File: src/hw/spims_params.svh
// Purpose: Constants for the SPI master/slave port.
// Assumes: Byte-wide I/O bus with separate read and write strobes.
// Notes:   Rule summary follows.
// Operation
// - Four modes; shift and sample on opposite edges
// - Polarity one: SCK idles high
// - Phase picks sample edge: leading or trailing
// - No serial activity unless port enabled
// - Bit order one sends LSB first
// - Master select one: master, zero: slave
// - Master with low slave select input drops mastership
// - Interrupt when done flag, enable, global enable
// - Master SCK divisors 4,16,64,128 or 2,8,32,64
// - Rate select ignored in slave operation
// - Done flag set after each byte
// - Done flag cleared on vector entry
// - Status read then data access clears done
// - Data write during transfer sets collision
// - Collision read then data access clears both
// - Double rate halves SCK period
// - Data write loads shifter and starts
// - Data read returns received byte buffer
// - Master stops SCK after eight bits
// - Receive double buffered; unread byte overwritten
// - Slave select high resets slave shifting
`ifndef SPIMS_PARAMS_SVH
`define SPIMS_PARAMS_SVH

`define SPIMS_ADDR_CTRL   8'h4c
`define SPIMS_ADDR_STAT   8'h4d
`define SPIMS_ADDR_DATA   8'h4e

`define SPIMS_CTRL_IRQEN  7
`define SPIMS_CTRL_EN     6
`define SPIMS_CTRL_ORDER  5
`define SPIMS_CTRL_MASTER_SELECT_BIT   4
`define SPIMS_CTRL_CLOCK_POLARITY_BIT   3
`define SPIMS_CTRL_CLOCK_PHASE_BIT   2
`define SPIMS_CTRL_RATEHI 1
`define SPIMS_CTRL_RATELO 0
`define SPIMS_STAT_DONE   7
`define SPIMS_STAT_WRITE_COLLISION_FLAG_BIT   6
`define SPIMS_STAT_DBL    0

`define SPIMS_RESET_BYTE  8'h00
`define SPIMS_LAST_EDGE   4'hf

// Half SCK period in core clocks, minus one
`define SPIMS_HALF_DIV2   7'h00
`define SPIMS_HALF_DIV4   7'h01
`define SPIMS_HALF_DIV8   7'h03
`define SPIMS_HALF_DIV16  7'h07
`define SPIMS_HALF_DIV32  7'h0f
`define SPIMS_HALF_DIV64  7'h1f
`define SPIMS_HALF_DIV128 7'h3f

`endif

File: src/hw/spims_pkg.sv
// Purpose: Types for the SPI master/slave port.
// Assumes: Nothing beyond the constants header.
// Notes:   Shared by the port and its receive buffer.
package spims_pkg;
    typedef logic [7:0] spims_byte_t;
    typedef enum logic [1:0] {
        SPIMS_IDLE,
        SPIMS_WAIT,
        SPIMS_SHIFT
    } spims_state_t;
endpackage : spims_pkg

File: src/hw/spims_rx_buf.sv
// Purpose: Two-entry buffer for received bytes.
// Assumes: Single clock, synchronous active-low reset.
// Notes:   Push and pop may happen in the same cycle.
`include "spims_params.svh"
module spims_rx_buf import spims_pkg::*; (
    // Clock and reset
    input  wire logic  i_core_clk,
    input  wire logic  i_nrst,
    // Fill side
    input  wire logic  i_in_valid,
    input  spims_byte_t i_in_data,
    output logic       o_in_ready,
    // Drain side
    output logic       o_out_valid,
    output spims_byte_t o_out_data,
    input  wire logic  i_out_ready
);
    spims_byte_t mem [2];
    logic [1:0]  count;
    logic        rd_ptr;
    logic        wr_ptr;
    logic        push;
    logic        pop;

    assign o_in_ready  = (count != 2'h2);
    assign o_out_valid = (count != 2'h0);
    assign o_out_data  = mem[rd_ptr];
    assign push        = i_in_valid && o_in_ready;
    assign pop         = o_out_valid && i_out_ready;

    always_ff @(posedge i_core_clk) begin
        if (!i_nrst) begin
            count  <= 2'h0;
            rd_ptr <= 1'b0;
            wr_ptr <= 1'b0;
        end else begin
            if (push) begin
                wr_ptr <= ~wr_ptr;
            end
            if (pop) begin
                rd_ptr <= ~rd_ptr;
            end
            if (push && !pop) begin
                count <= count + 2'h1;
            end else if (pop && !push) begin
                count <= count - 2'h1;
            end
        end
    end

    always_ff @(posedge i_core_clk) begin
        if (!i_nrst) begin
            mem[0] <= `SPIMS_RESET_BYTE;
            mem[1] <= `SPIMS_RESET_BYTE;
        end else if (push) begin
            mem[wr_ptr] <= i_in_data;
        end
    end
endmodule : spims_rx_buf

File: src/hw/spims_port.sv
// Purpose: SPI port, master or slave, with control, status and data registers.
// Assumes: All pins synchronous to i_core_clk; external SCK slow enough.
// Notes:   Register reads answer one cycle after the strobe.
`include "spims_params.svh"
module spims_port import spims_pkg::*; (
    // Clock and reset
    input  wire logic  i_core_clk,
    input  wire logic  i_nrst,
    // I/O register bus
    input  wire logic [7:0] i_io_addr,
    input  wire logic  i_io_wr,
    input  wire logic  i_io_rd,
    input  spims_byte_t i_io_wdata,
    output spims_byte_t o_io_rdata,
    // Interrupt handshake
    input  wire logic  i_global_ie,
    input  wire logic  i_vector_ack,
    output logic       o_irq,
    // Serial pins
    input  wire logic  i_ss_is_input,
    input  wire logic  i_ss_n,
    input  wire logic  i_sck,
    output logic       o_sck,
    output logic       o_sck_oe,
    input  wire logic  i_mosi,
    output logic       o_mosi,
    output logic       o_mosi_oe,
    input  wire logic  i_miso,
    output logic       o_miso,
    output logic       o_miso_oe,
    // Received byte stream
    output logic       o_rx_valid,
    output spims_byte_t o_rx_data,
    input  wire logic  i_rx_ready
);
    spims_byte_t  control_reg;
    logic         double_rate;
    logic         transfer_done_flag;
    logic         write_collision_flag;
    logic         clr_armed;
    spims_byte_t  rx_hold;
    spims_byte_t  tx_sh;
    spims_byte_t  rx_sh;
    spims_byte_t  next_rx;
    logic [3:0]   edge_cnt;
    logic [6:0]   div_cnt;
    logic [6:0]   half_lim;
    logic         sck_lvl;
    logic         sck_prev;
    spims_state_t state;
    spims_state_t next_state;
    logic         buf_ready;

    wire port_enable    = control_reg[`SPIMS_CTRL_EN];
    wire master_select  = control_reg[`SPIMS_CTRL_MASTER_SELECT_BIT];
    wire bit_order      = control_reg[`SPIMS_CTRL_ORDER];
    wire clock_polarity = control_reg[`SPIMS_CTRL_CLOCK_POLARITY_BIT];
    wire clock_phase    = control_reg[`SPIMS_CTRL_CLOCK_PHASE_BIT];
    wire [1:0] rate_sel = {control_reg[`SPIMS_CTRL_RATEHI], control_reg[`SPIMS_CTRL_RATELO]};

    wire wr_ctrl  = i_io_wr && (i_io_addr == `SPIMS_ADDR_CTRL);
    wire wr_stat  = i_io_wr && (i_io_addr == `SPIMS_ADDR_STAT);
    wire wr_data  = i_io_wr && (i_io_addr == `SPIMS_ADDR_DATA);
    wire rd_stat  = i_io_rd && (i_io_addr == `SPIMS_ADDR_STAT);
    wire rd_data  = i_io_rd && (i_io_addr == `SPIMS_ADDR_DATA);
    wire data_acc = wr_data || rd_data;

    // Another master pulled our select low while we were master
    wire mode_fault = port_enable && master_select && i_ss_is_input && !i_ss_n;
    wire slave_act  = port_enable && !master_select && !i_ss_n;
    wire hold_idle  = !port_enable || mode_fault || (!master_select && i_ss_n);
    wire busy       = (state != SPIMS_IDLE) || (edge_cnt != 4'h0);

    // Rate select only feeds the master divider, so a slave ignores it
    always_comb begin
        unique case ({double_rate, rate_sel})
            3'b000: half_lim = `SPIMS_HALF_DIV4;
            3'b001: half_lim = `SPIMS_HALF_DIV16;
            3'b010: half_lim = `SPIMS_HALF_DIV64;
            3'b011: half_lim = `SPIMS_HALF_DIV128;
            3'b100: half_lim = `SPIMS_HALF_DIV2;
            3'b101: half_lim = `SPIMS_HALF_DIV8;
            3'b110: half_lim = `SPIMS_HALF_DIV32;
            3'b111: half_lim = `SPIMS_HALF_DIV64;
        endcase
    end

    wire tick      = (state == SPIMS_SHIFT) && master_select && (div_cnt == half_lim);
    wire sck_chg   = slave_act && (i_sck != sck_prev);
    wire ev        = master_select ? tick : sck_chg;
    wire lead      = master_select ? !sck_lvl : (i_sck != clock_polarity);
    wire serial_in = master_select ? i_miso : i_mosi;
    // Sample and setup always fall on opposite edges
    wire sample_ev = ev && (lead ^ clock_phase);
    wire setup_ev  = ev && !(lead ^ clock_phase) && !(clock_phase && edge_cnt == 4'h0);
    wire byte_done = ev && (edge_cnt == `SPIMS_LAST_EDGE);

    always_comb begin
        next_rx = rx_sh;
        if (sample_ev) begin
            next_rx = bit_order ? {serial_in, rx_sh[7:1]} : {rx_sh[6:0], serial_in};
        end
    end

    always_comb begin
        next_state = state;
        unique case (state)
            SPIMS_IDLE: begin
                if (master_select && wr_data) begin
                    next_state = SPIMS_WAIT;
                end else if (!master_select && ev) begin
                    next_state = SPIMS_SHIFT;
                end
            end
            // Hold off a master byte while the stream buffer is full
            SPIMS_WAIT: begin
                if (buf_ready) begin
                    next_state = SPIMS_SHIFT;
                end
            end
            SPIMS_SHIFT: begin
                if (byte_done) begin
                    next_state = SPIMS_IDLE;
                end
            end
        endcase
    end

    always_ff @(posedge i_core_clk) begin
        if (!i_nrst || hold_idle) begin
            state <= SPIMS_IDLE;
        end else begin
            state <= next_state;
        end
    end

    always_ff @(posedge i_core_clk) begin
        if (!i_nrst || hold_idle) begin
            div_cnt <= 7'h00;
        end else if (state != SPIMS_SHIFT || tick) begin
            div_cnt <= 7'h00;
        end else begin
            div_cnt <= div_cnt + 7'h01;
        end
    end

    // Partial byte is dropped when the select rises
    always_ff @(posedge i_core_clk) begin
        if (!i_nrst || hold_idle) begin
            edge_cnt <= 4'h0;
            sck_lvl  <= 1'b0;
        end else begin
            if (ev) begin
                edge_cnt <= edge_cnt + 4'h1;
            end
            if (tick) begin
                sck_lvl <= ~sck_lvl;
            end
        end
    end

    always_ff @(posedge i_core_clk) begin
        if (!i_nrst) begin
            sck_prev <= 1'b0;
        end else begin
            sck_prev <= i_sck;
        end
    end

    always_ff @(posedge i_core_clk) begin
        if (!i_nrst) begin
            tx_sh <= `SPIMS_RESET_BYTE;
            rx_sh <= `SPIMS_RESET_BYTE;
        end else begin
            if (wr_data && !busy) begin
                tx_sh <= i_io_wdata;
            end else if (setup_ev && !hold_idle) begin
                tx_sh <= bit_order ? {1'b0, tx_sh[7:1]} : {tx_sh[6:0], 1'b0};
            end
            if (!hold_idle) begin
                rx_sh <= next_rx;
            end
        end
    end

    // Last completed byte overwrites an unread one
    always_ff @(posedge i_core_clk) begin
        if (!i_nrst) begin
            rx_hold <= `SPIMS_RESET_BYTE;
        end else if (byte_done && !hold_idle) begin
            rx_hold <= next_rx;
        end
    end

    always_ff @(posedge i_core_clk) begin
        if (!i_nrst) begin
            control_reg <= `SPIMS_RESET_BYTE;
        end else begin
            if (wr_ctrl) begin
                control_reg <= i_io_wdata;
            end
            if (mode_fault) begin
                control_reg[`SPIMS_CTRL_MASTER_SELECT_BIT] <= 1'b0;
            end
        end
    end

    always_ff @(posedge i_core_clk) begin
        if (!i_nrst) begin
            double_rate <= 1'b0;
        end else if (wr_stat) begin
            double_rate <= i_io_wdata[`SPIMS_STAT_DBL];
        end
    end

    always_ff @(posedge i_core_clk) begin
        if (!i_nrst) begin
            clr_armed <= 1'b0;
        end else if (data_acc) begin
            clr_armed <= 1'b0;
        end else if (rd_stat && (transfer_done_flag || write_collision_flag)) begin
            clr_armed <= 1'b1;
        end
    end

    // Setting wins over a clear in the same cycle
    always_ff @(posedge i_core_clk) begin
        if (!i_nrst) begin
            transfer_done_flag <= 1'b0;
        end else if ((byte_done && !hold_idle) || mode_fault) begin
            transfer_done_flag <= 1'b1;
        end else if (i_vector_ack || (clr_armed && data_acc)) begin
            transfer_done_flag <= 1'b0;
        end
    end

    always_ff @(posedge i_core_clk) begin
        if (!i_nrst) begin
            write_collision_flag <= 1'b0;
        end else if (wr_data && busy) begin
            write_collision_flag <= 1'b1;
        end else if (clr_armed && data_acc) begin
            write_collision_flag <= 1'b0;
        end
    end

    always_ff @(posedge i_core_clk) begin
        if (!i_nrst) begin
            o_io_rdata <= `SPIMS_RESET_BYTE;
        end else if (i_io_rd) begin
            unique case (i_io_addr)
                `SPIMS_ADDR_CTRL: o_io_rdata <= control_reg;
                `SPIMS_ADDR_STAT: o_io_rdata <= {transfer_done_flag, write_collision_flag,
                                                 5'h00, double_rate};
                `SPIMS_ADDR_DATA: o_io_rdata <= rx_hold;
                default:          o_io_rdata <= `SPIMS_RESET_BYTE;
            endcase
        end
    end

    spims_rx_buf u_rx_buf (
        .i_core_clk  (i_core_clk),
        .i_nrst      (i_nrst),
        .i_in_valid  (byte_done && !hold_idle),
        .i_in_data   (next_rx),
        .o_in_ready  (buf_ready),
        .o_out_valid (o_rx_valid),
        .o_out_data  (o_rx_data),
        .i_out_ready (i_rx_ready)
    );

    assign o_irq     = transfer_done_flag && control_reg[`SPIMS_CTRL_IRQEN] && i_global_ie;
    assign o_sck     = sck_lvl ^ clock_polarity;
    assign o_sck_oe  = port_enable && master_select;
    assign o_mosi    = bit_order ? tx_sh[0] : tx_sh[7];
    assign o_mosi_oe = port_enable && master_select;
    assign o_miso    = bit_order ? tx_sh[0] : tx_sh[7];
    assign o_miso_oe = slave_act;

    irq_gate_a: assert property (@(posedge i_core_clk) disable iff (!i_nrst)
        $rose(transfer_done_flag) && control_reg[`SPIMS_CTRL_IRQEN] && i_global_ie |-> o_irq)
        else $error("irq not raised on done flag");
    master_select_bit_fault_a: assert property (@(posedge i_core_clk) disable iff (!i_nrst)
        mode_fault |=> !master_select && transfer_done_flag && state == SPIMS_IDLE)
        else $error("mode fault not handled");
    enable_idle_a: assert property (@(posedge i_core_clk) disable iff (!i_nrst)
        !port_enable |-> !o_sck_oe ##1 (state == SPIMS_IDLE && edge_cnt == 4'h0))
        else $error("disabled port not idle");
    sck_idle_a: assert property (@(posedge i_core_clk) disable iff (!i_nrst)
        state != SPIMS_SHIFT |-> o_sck == clock_polarity)
        else $error("sck not at idle level");
    write_collision_flag_bit_set_a: assert property (@(posedge i_core_clk) disable iff (!i_nrst)
        wr_data && busy |=> write_collision_flag && ($past(setup_ev) || $stable(tx_sh)))
        else $error("collision not flagged");
    transfer_done_flag_bit_done_a: assert property (@(posedge i_core_clk) disable iff (!i_nrst)
        byte_done && !hold_idle |=> transfer_done_flag && rx_hold == $past(next_rx))
        else $error("byte completion not flagged");
    rate_div_a: assert property (@(posedge i_core_clk) disable iff (!i_nrst)
        tick && !byte_done && $stable(control_reg) && {double_rate, rate_sel} == 3'b000
        |=> !tick ##1 tick)
        else $error("div4 sck spacing wrong");
    dbl_rate_a: assert property (@(posedge i_core_clk) disable iff (!i_nrst)
        tick && !byte_done && {double_rate, rate_sel} == 3'b100 && !hold_idle |=> tick)
        else $error("div2 sck spacing wrong");
    slave_ss_a: assert property (@(posedge i_core_clk) disable iff (!i_nrst)
        port_enable && !master_select && i_ss_n |-> !o_miso_oe ##1 edge_cnt == 4'h0)
        else $error("slave not reset by select");
    vector_clr_a: assert property (@(posedge i_core_clk) disable iff (!i_nrst)
        i_vector_ack && !byte_done && !mode_fault |=> !transfer_done_flag)
        else $error("vector entry did not clear flag");
    flag_clear_a: assert property (@(posedge i_core_clk) disable iff (!i_nrst)
        rd_stat && write_collision_flag ##1 !data_acc
        ##1 (rd_data && !wr_data && !byte_done && !mode_fault)
        |=> !write_collision_flag && !transfer_done_flag)
        else $error("flags not cleared by access");
    order_a: assert property (@(posedge i_core_clk) disable iff (!i_nrst)
        wr_data && !busy && !wr_ctrl |=> o_mosi == (bit_order ? $past(i_io_wdata[0])
                                                    : $past(i_io_wdata[7])))
        else $error("first bit order wrong");
    read_data_a: assert property (@(posedge i_core_clk) disable iff (!i_nrst)
        rd_data |=> o_io_rdata == $past(rx_hold))
        else $error("data read not from buffer");
endmodule : spims_port

File: config.mk
export PLATFORM = sky130hd
export DESIGN_NAME = spims_port
export DESIGN_NICKNAME = d
export VERILOG_FILES = /design/src/hw/spims_pkg.sv /design/src/hw/spims_rx_buf.sv /design/src/hw/spims_port.sv
export VERILOG_INCLUDE_DIRS = /design/src /design/src/hw
export SDC_FILE = /design/constraint.sdc
export NUM_CORES = 1
export LEC_CHECK = 0
export ABC_AREA = 1
export BUFFER_PORTS_ARGS = -buffer_cell sky130_fd_sc_hd__buf_4
export CAP_MARGIN = 15
export CORE_ASPECT_RATIO = 1.25
export CORE_MARGIN = 4
export CORE_UTILIZATION = 45
export CTS_CLUSTER_SIZE = 14
export DETAILED_ROUTE_END_ITERATION = 6
export HOLD_SLACK_MARGIN = 0.15
export PLACE_DENSITY = 0.74
export SLEW_MARGIN = 30
export SYNTH_ARGS = -nofsm -noshare
export SYNTH_HDL_FRONTEND = slang
export SYNTH_SLANG_ARGS = --single-unit
File: constraint.sdc
create_clock -name i_core_clk -period 6.5 [get_ports i_core_clk]
set_clock_uncertainty 0.2 [all_clocks]
set_input_delay 0.325 -clock i_core_clk [delete_from_list [all_inputs] [get_ports i_core_clk]]
set_output_delay 0.325 -clock i_core_clk [all_outputs]
set_load 0.05 [all_outputs]
==> run metrics, run 1 <==
Hold Path Sink u_rx_buf.rd_ptr; CTS tree built; clock sink total 80; crit path kind register to register; H-tree Lvls 3; Leakage just over 2 nW; Psw 0.243 mW; CP Cell Sequence inv_1 -> ha_1 -> nand3_1 -> nor2_1 -> nand2_1 -> nor2_2 -> nand3_2 -> nand2_4 -> nand3_4 -> nor2_8 -> ha_1 -> a21oi_1 -> o21ai_0 -> o21ai_0 -> a21oi_1; crit end category register; drt wl/cell 13.2 um; synthesized area 4130 sq um; WP data arrival between 2 and 3 ns; net switching fraction of the power a little under a quarter; P per Cell Area about 210 nW/um^2; gr usage total about a fifth; area grow syn2layout 19.7%; core region area 8840 sq um; Post-CTS Resized 0; max reg flops 16; worst min path class input pin to register; Starting DRT DRC Count 292; Nets about 670; largest net degree at the start of global routing 30; CTS clk-pin slew, worst paths approximately 0.08 ns; Max clock buf depth 2; DR top layer met4; Hold Crit Start i_rx_ready; post-synthesis average cell area ~7 sq um; Synth Warn # 0; CTS root buffer clkbuf_8; gr ovfl total 0; synth unique cells 38; initial antenna violation count 0; share of layout cells above drive strength 1 about 15%; Post-synth EDFFs 16; Syn Inst Count approximately 570; drt drc 0; fin crit share between 40% and 50%; CP max stage delay 0.34 ns; I/O Pins between 50 and 60; CP max stage cell dfxtp_1; Post-synth top cells 142 x nand2_1, 76 x nor2_1, 75 x inv_1; Placer Congestion 0.862; First-pass DRT Iterations 5; Slew @ Worst Pin about 0.82 ns; Yosys top cell by area dfxtp_1; share of the synthesized area in the top cell type a little under a third; Die X 93.7 um; worst hold margin 0.159 ns; Skew-Pair Late Insertion Delay between 0.3 and 0.4 ns; worst-case reg-to-reg path depth 15; max_slew headroom a little under half; P_int 0.802 mW; top-count cell post-synth nand2_1; DR WL met3 between 600 and 700 um; max-cap viol count 0; first-pass GRT wire length between 15 and 20 mm; clock power share 41.9%; WP data required between 6 and 7 ns; WL final approximately 10 mm; Final min period ~2.8 ns; Sum Neg Setup Slack 0 ns; Top FF cell, synth dfxtp_1; Setup-failing EPs final 0; status complete, no violations; IR drop worst, VDD about 0.13 mV; PortBufs roughly 50; r2r endpoint u_rx_buf.count[1]; Diodes inserted 0; full die area between 10,000 and 15,000 sq um; combinational share of power 8.5%; Max Freq 0.360 GHz; unrepaired setup endpoints after global routing false; row cnt 38; cts bufs inserted 9; Setup Buffers After CTS 0; met1 WL approximately 4.3 mm; Top reg by flops u_rx_buf.mem; via/cell ratio between 5 and 6; worst hold path depth 4; startpoint types register; Die H 115 um; Reg power frac around 50%; peak fanout along the critical path 18; vias in the first global route between 3,000 and 4,000; Syn Nets 608; flops & latches, synth 80; FF-to-FF setup slack about 3.7 ns; DR vias about 3,800; initial core utilization 46.7%; Area contributors post-synth dfxtp_1 31%, nand2_1 13%, edfxtp_1 12%; Post-DRT Antenna Nets 0; fin. max-slew vios 0; Critical R2R Launch state[0]; ys async rst share 0%; post-synthesis sequential area ratio ~43%; Fin. Hold Viols 0; DPL Wire Length 7.24 mm; DR WL met2 about 4.9 mm
## power groups by stage
stage                     registers [mW]  logic [mW]  clock network (mW)
after floorplan                    0.526      0.0546                   0
after global placement             0.529      0.0817                   0
after detailed placement           0.530      0.0827                   0
after CTS                          0.518      0.0894               0.444
after global routing               0.519      0.0957               0.465
final                              0.518      0.0888               0.438
## logic make-up (layout without fill, tap and decap cells)
| family | Yosys count | in the layout | share of synthesized area [%] |
|---|---|---|---|
| AOI/OAI and AO/OA | 96 | 96 | 12.7 |
| xor gates and xnor gates | 8 | 8 | 1.70 |
| adders and majority gates | 7 | 7 | 2.12 |
| buffers and inverters | 96 | 159 | 9.45 |
| DFF | 80 | 80 | 42.6 |
| muxes | 8 | 8 | 2.18 |
| and+or+nand+nor | 278 | 278 | 29.3 |
## worst max path at each step
stage	startpoint	endpoint	slack, ns	cells past startpoint
2_1_floorplan	control_reg[6]	u_rx_buf.mem[0][0]	3.28	8
3_3_place_gp	state[0]	u_rx_buf.mem[0][6]	3.73	10
3_5_place_dp	state[0]	u_rx_buf.mem[0][0]	3.67	10
4_1_cts	state[0]	u_rx_buf.mem[0][6]	3.64	10
5_1_grt	state[0]	u_rx_buf.count[1]	3.39	15
6_report	state[0]	u_rx_buf.count[1]	3.72	15
## layout by cell type (no fill, tap or decap), types with 9 or more instances in the layout
cell type,instances
nor2_1,76
dlygate4sd3_1,14
edfxtp_1,16
a21oi_1,36
nand2_1,142
clkbuf_8,9
nand3_1,33
o21ai_0,45
buf_4,51
inv_1,75
dfxtp_1,64
## metrics by stage
stage | std cells | util (%) | worst slack [ns] | power, mW | instance area [sq um]
after floorplan | 573 | - | 3.28 | 0.581 | 4130
after global placement | 726 | 51.6 | 3.73 | 0.611 | 4570
after detailed placement | 726 | 51.6 | 3.67 | 0.613 | 4570
after CTS | 756 | 55.9 | 3.64 | 1.05 | 4940
after global routing | 756 | 55.9 | 3.39 | 1.08 | 4940
final | 756 | 55.9 | 3.72 | 1.04 | 4940
## layer usage
| metal | vias up | GRT usage, % |
|---|---|---|
| met1 | 1743 | 24.1 |
| met3 | 17 | 3.21 |
| met2 | 134 | 33.5 |
| li1 | 1945 | - |
| met4 | 0 | 7.32 |
| met5 | - | 0 |
## area by class of cell
class	instances	area [sq um]
sequential	80	1760
fill	843	3900
timing repair buffer	65	523
multi-input combinational	397	1980
clock inverter	6	109
inverter	78	293
clock buffer	10	128
tap	120	150
## timing repair
item	CTS	global route
hold buffers	14	0
endpoints found under the setup margin	0	0
endpoints found under the hold margin	27	0
## worst max-delay path: cells and delay by family (launching register included)
family | cells | cell delay [ns]
AND/OR/NAND/NOR | 8 | 1.12
flip-flops | 1 | 0.34
AO/OA/AOI/OAI | 4 | 0.47
adder cells (fa/ha/maj) | 2 | 0.45
buffers and inverters | 1 | 0.08
Power figures use the tool's default switching activity.
==> run 2: changes to the inputs <==
- clock period: 6.5 -> 2.92 ns (I/O delays scaled with it)
==> run 2 against run 1 <==
  * Via count is 0.86% higher
  * Cell area is 2.8% higher
  * Largest power group unchanged
  * Register-to-register slack worse by 3.4 ns
  * Sequential power is 120% higher
  * Utilization is 1.5 points higher
  * Routed wire length is 2.3% higher
  * Cell count is 2.5% higher
  * Critical path depth is 7 lower
  * Worst hold slack better by 0.037 ns
  * Flip-flop and latch count stayed put
  * Clock power is 75% higher
  * Total power is 100% higher
==> run metrics, run 2 (synthesis gave the netlist of run 1 again) <==
leading cell type in the layout, fill and taps excluded nand2_1; Diodes inserted 0; Setup-failing EPs final 0; worst hold margin about 0.20 ns; Post-Place Cell Area about 4600 sq um; max_slew headroom a little over half; WP data arrival 2.81 ns; cts bufs inserted 9; via/cell ratio between 4 and 5; max-cap viol count 0; core region area ~8800 sq um; PortBufs 51; drt wl/cell ~13 um; DPL Wire Length 7.35 mm; share of layout cells above drive strength 1 about 16%; drt drc 0; First-pass DRT Iterations 4; Top reg by flops u_rx_buf.mem; Max Freq between 0.3 and 0.4 GHz; initial core utilization a little under half; first-pass GRT wire length 17.1 mm; crit path kind input pin to register; Post-DRT Antenna Nets 0; Sum Neg Setup Slack 0 ns; CP bufs+invs 4; DR vias ~3,900; clock sink total 80; Critical Path Source i_io_addr[1]; Setup Buffers After CTS 0; Die H approximately 120 um; FF-to-FF setup slack 0.29 ns; Worst path depth 8; worst min path class input pin to register; CP Cell Sequence dlygate4sd3_1 -> buf_4 -> nor4_2 -> dlygate4sd3_1 -> nand2_1 -> o21ai_0 -> a21oi_1 -> dlygate4sd3_1; WL final approximately 10 mm; Final Cell Area roughly 5100 sq um; largest net degree at the start of global routing 30; H-tree Lvls 3; area grow syn2layout 23.0%; fin crit share between 90% and 100%; Skew-Pair Late Insertion Delay between 0.3 and 0.4 ns; most frequent cells in the layout 142 x nand2_1, 75 x inv_1, 75 x nor2_1, 64 x dfxtp_1, 55 x buf_4; full die area 10,800 sq um; max reg flops 16; Most common cell on crit path dlygate4sd3_1; vias in the first global route between 3,000 and 4,000; WP data required slightly below 3 ns; CTS clk-pin slew, worst paths 0.07 ns; CTS tree built; CTS root buffer clkbuf_8; Nets about 690; startpoint types input pin; Placer Congestion between 0.8 and 0.9; CP max stage delay 0.68 ns; status complete, no violations; CP delay by family, top buffers and inverters; crit end category register; row cnt 38; Slew @ Worst Pin 0.710 ns; r2r endpoint u_rx_buf.count[1]; crit path to double_rate; Leakage between 2 and 2.5 nW; pre-CTS setup slack about 0.34 ns; fin. max-slew vios 0; Final min period between 2 and 3 ns; unrepaired setup endpoints after global routing false; IR drop worst, VDD between 0.2 and 0.25 mV; peak fanout along the critical path 4; worst-case reg-to-reg path depth 15; CP max stage cell dlygate4sd3_1; initial antenna violation count 0; Starting DRT DRC Count between 150 and 200; gr usage total slightly above 20%; I/O Pins between 50 and 60; Fin. Hold Viols 0; slack of the critical path between 0.15 and 0.2 ns; Critical R2R Launch state[0]; P per Cell Area around 420 nW/um^2; gr ovfl total 0; Max clock buf depth 2; Die X around 94 um
run 2: changes by cell type in the layout (fill, tap and decap cells not counted), sizes merged:
cell         delta
clkbuf          +3
clkinv          -1
bufinv          -3
dlygate4sd3    +15
inv             +1
buf             +4
run 2: metal layers:
| metal | wire [um] | vias up | global-route usage (%) |
|---|---|---|---|
| met4 | 303 | 0 | 10.2 |
| li1 | - | 1986 | - |
| met5 | 0 | - | 0 |
| met3 | 679 | 25 | 3.73 |
| met1 | 4290 | 1746 | 24.2 |
| met2 | 4940 | 115 | 34.7 |
run 2: worst min path at each step:
stage | slack, ns | from | cells after the start | to
final | 0.20 | i_io_addr[3] | 7 | o_io_rdata[7]
after global routing | 0.28 | i_io_addr[4] | 8 | write_collision_flag
after CTS | 0.17 | i_io_addr[7] | 8 | write_collision_flag
after detailed placement | 0.16 | i_sck | 3 | sck_prev
after global placement | 0.16 | i_sck | 3 | sck_prev
after floorplan | 0.04 | i_sck | 2 | sck_prev
run 2: worst register-to-register path, delay by kind of cell, from the launching register on:
kind,cells,cell delay [ns]
simple gates,8,0.96
fa+ha+maj,2,0.47
compound gates,4,0.46
flops,1,0.34
buf+inv,1,0.09
run 2: per-stage QoR:
step	std cells	util, %	total power [mW]
floorplan	573	-	1.29
global placement	730	52.0	1.36
detailed placement	730	52.0	1.37
CTS	775	57.4	2.15
global route	775	57.4	2.22
finish	775	57.4	2.13
run 2: cell type report:
cell class                 count  area (sq um)
timing repair buffer          84           703
sequential                    80          1760
clock buffer                  13           169
tap                          120           150
inverter                      78           293
multi-input combinational    397          1990
fill                         827          3760
clock inverter                 3          15.0
run 2: what timing repair did:
item,CTS,global route
endpoints found under the hold margin,41,0
endpoints found under the setup margin,0,2
hold buffers,29,0
resized for setup,0,2
run 2: report_power, final:
| group | switching (mW) | internal [mW] | total [mW] |
|---|---|---|---|
| logic | 0.125 | 0.0899 | 0.215 |
| registers | 0.0114 | 1.14 | 1.15 |
| clock network | 0.392 | 0.375 | 0.766 |
| total | 0.528 | 1.61 | 2.13 |
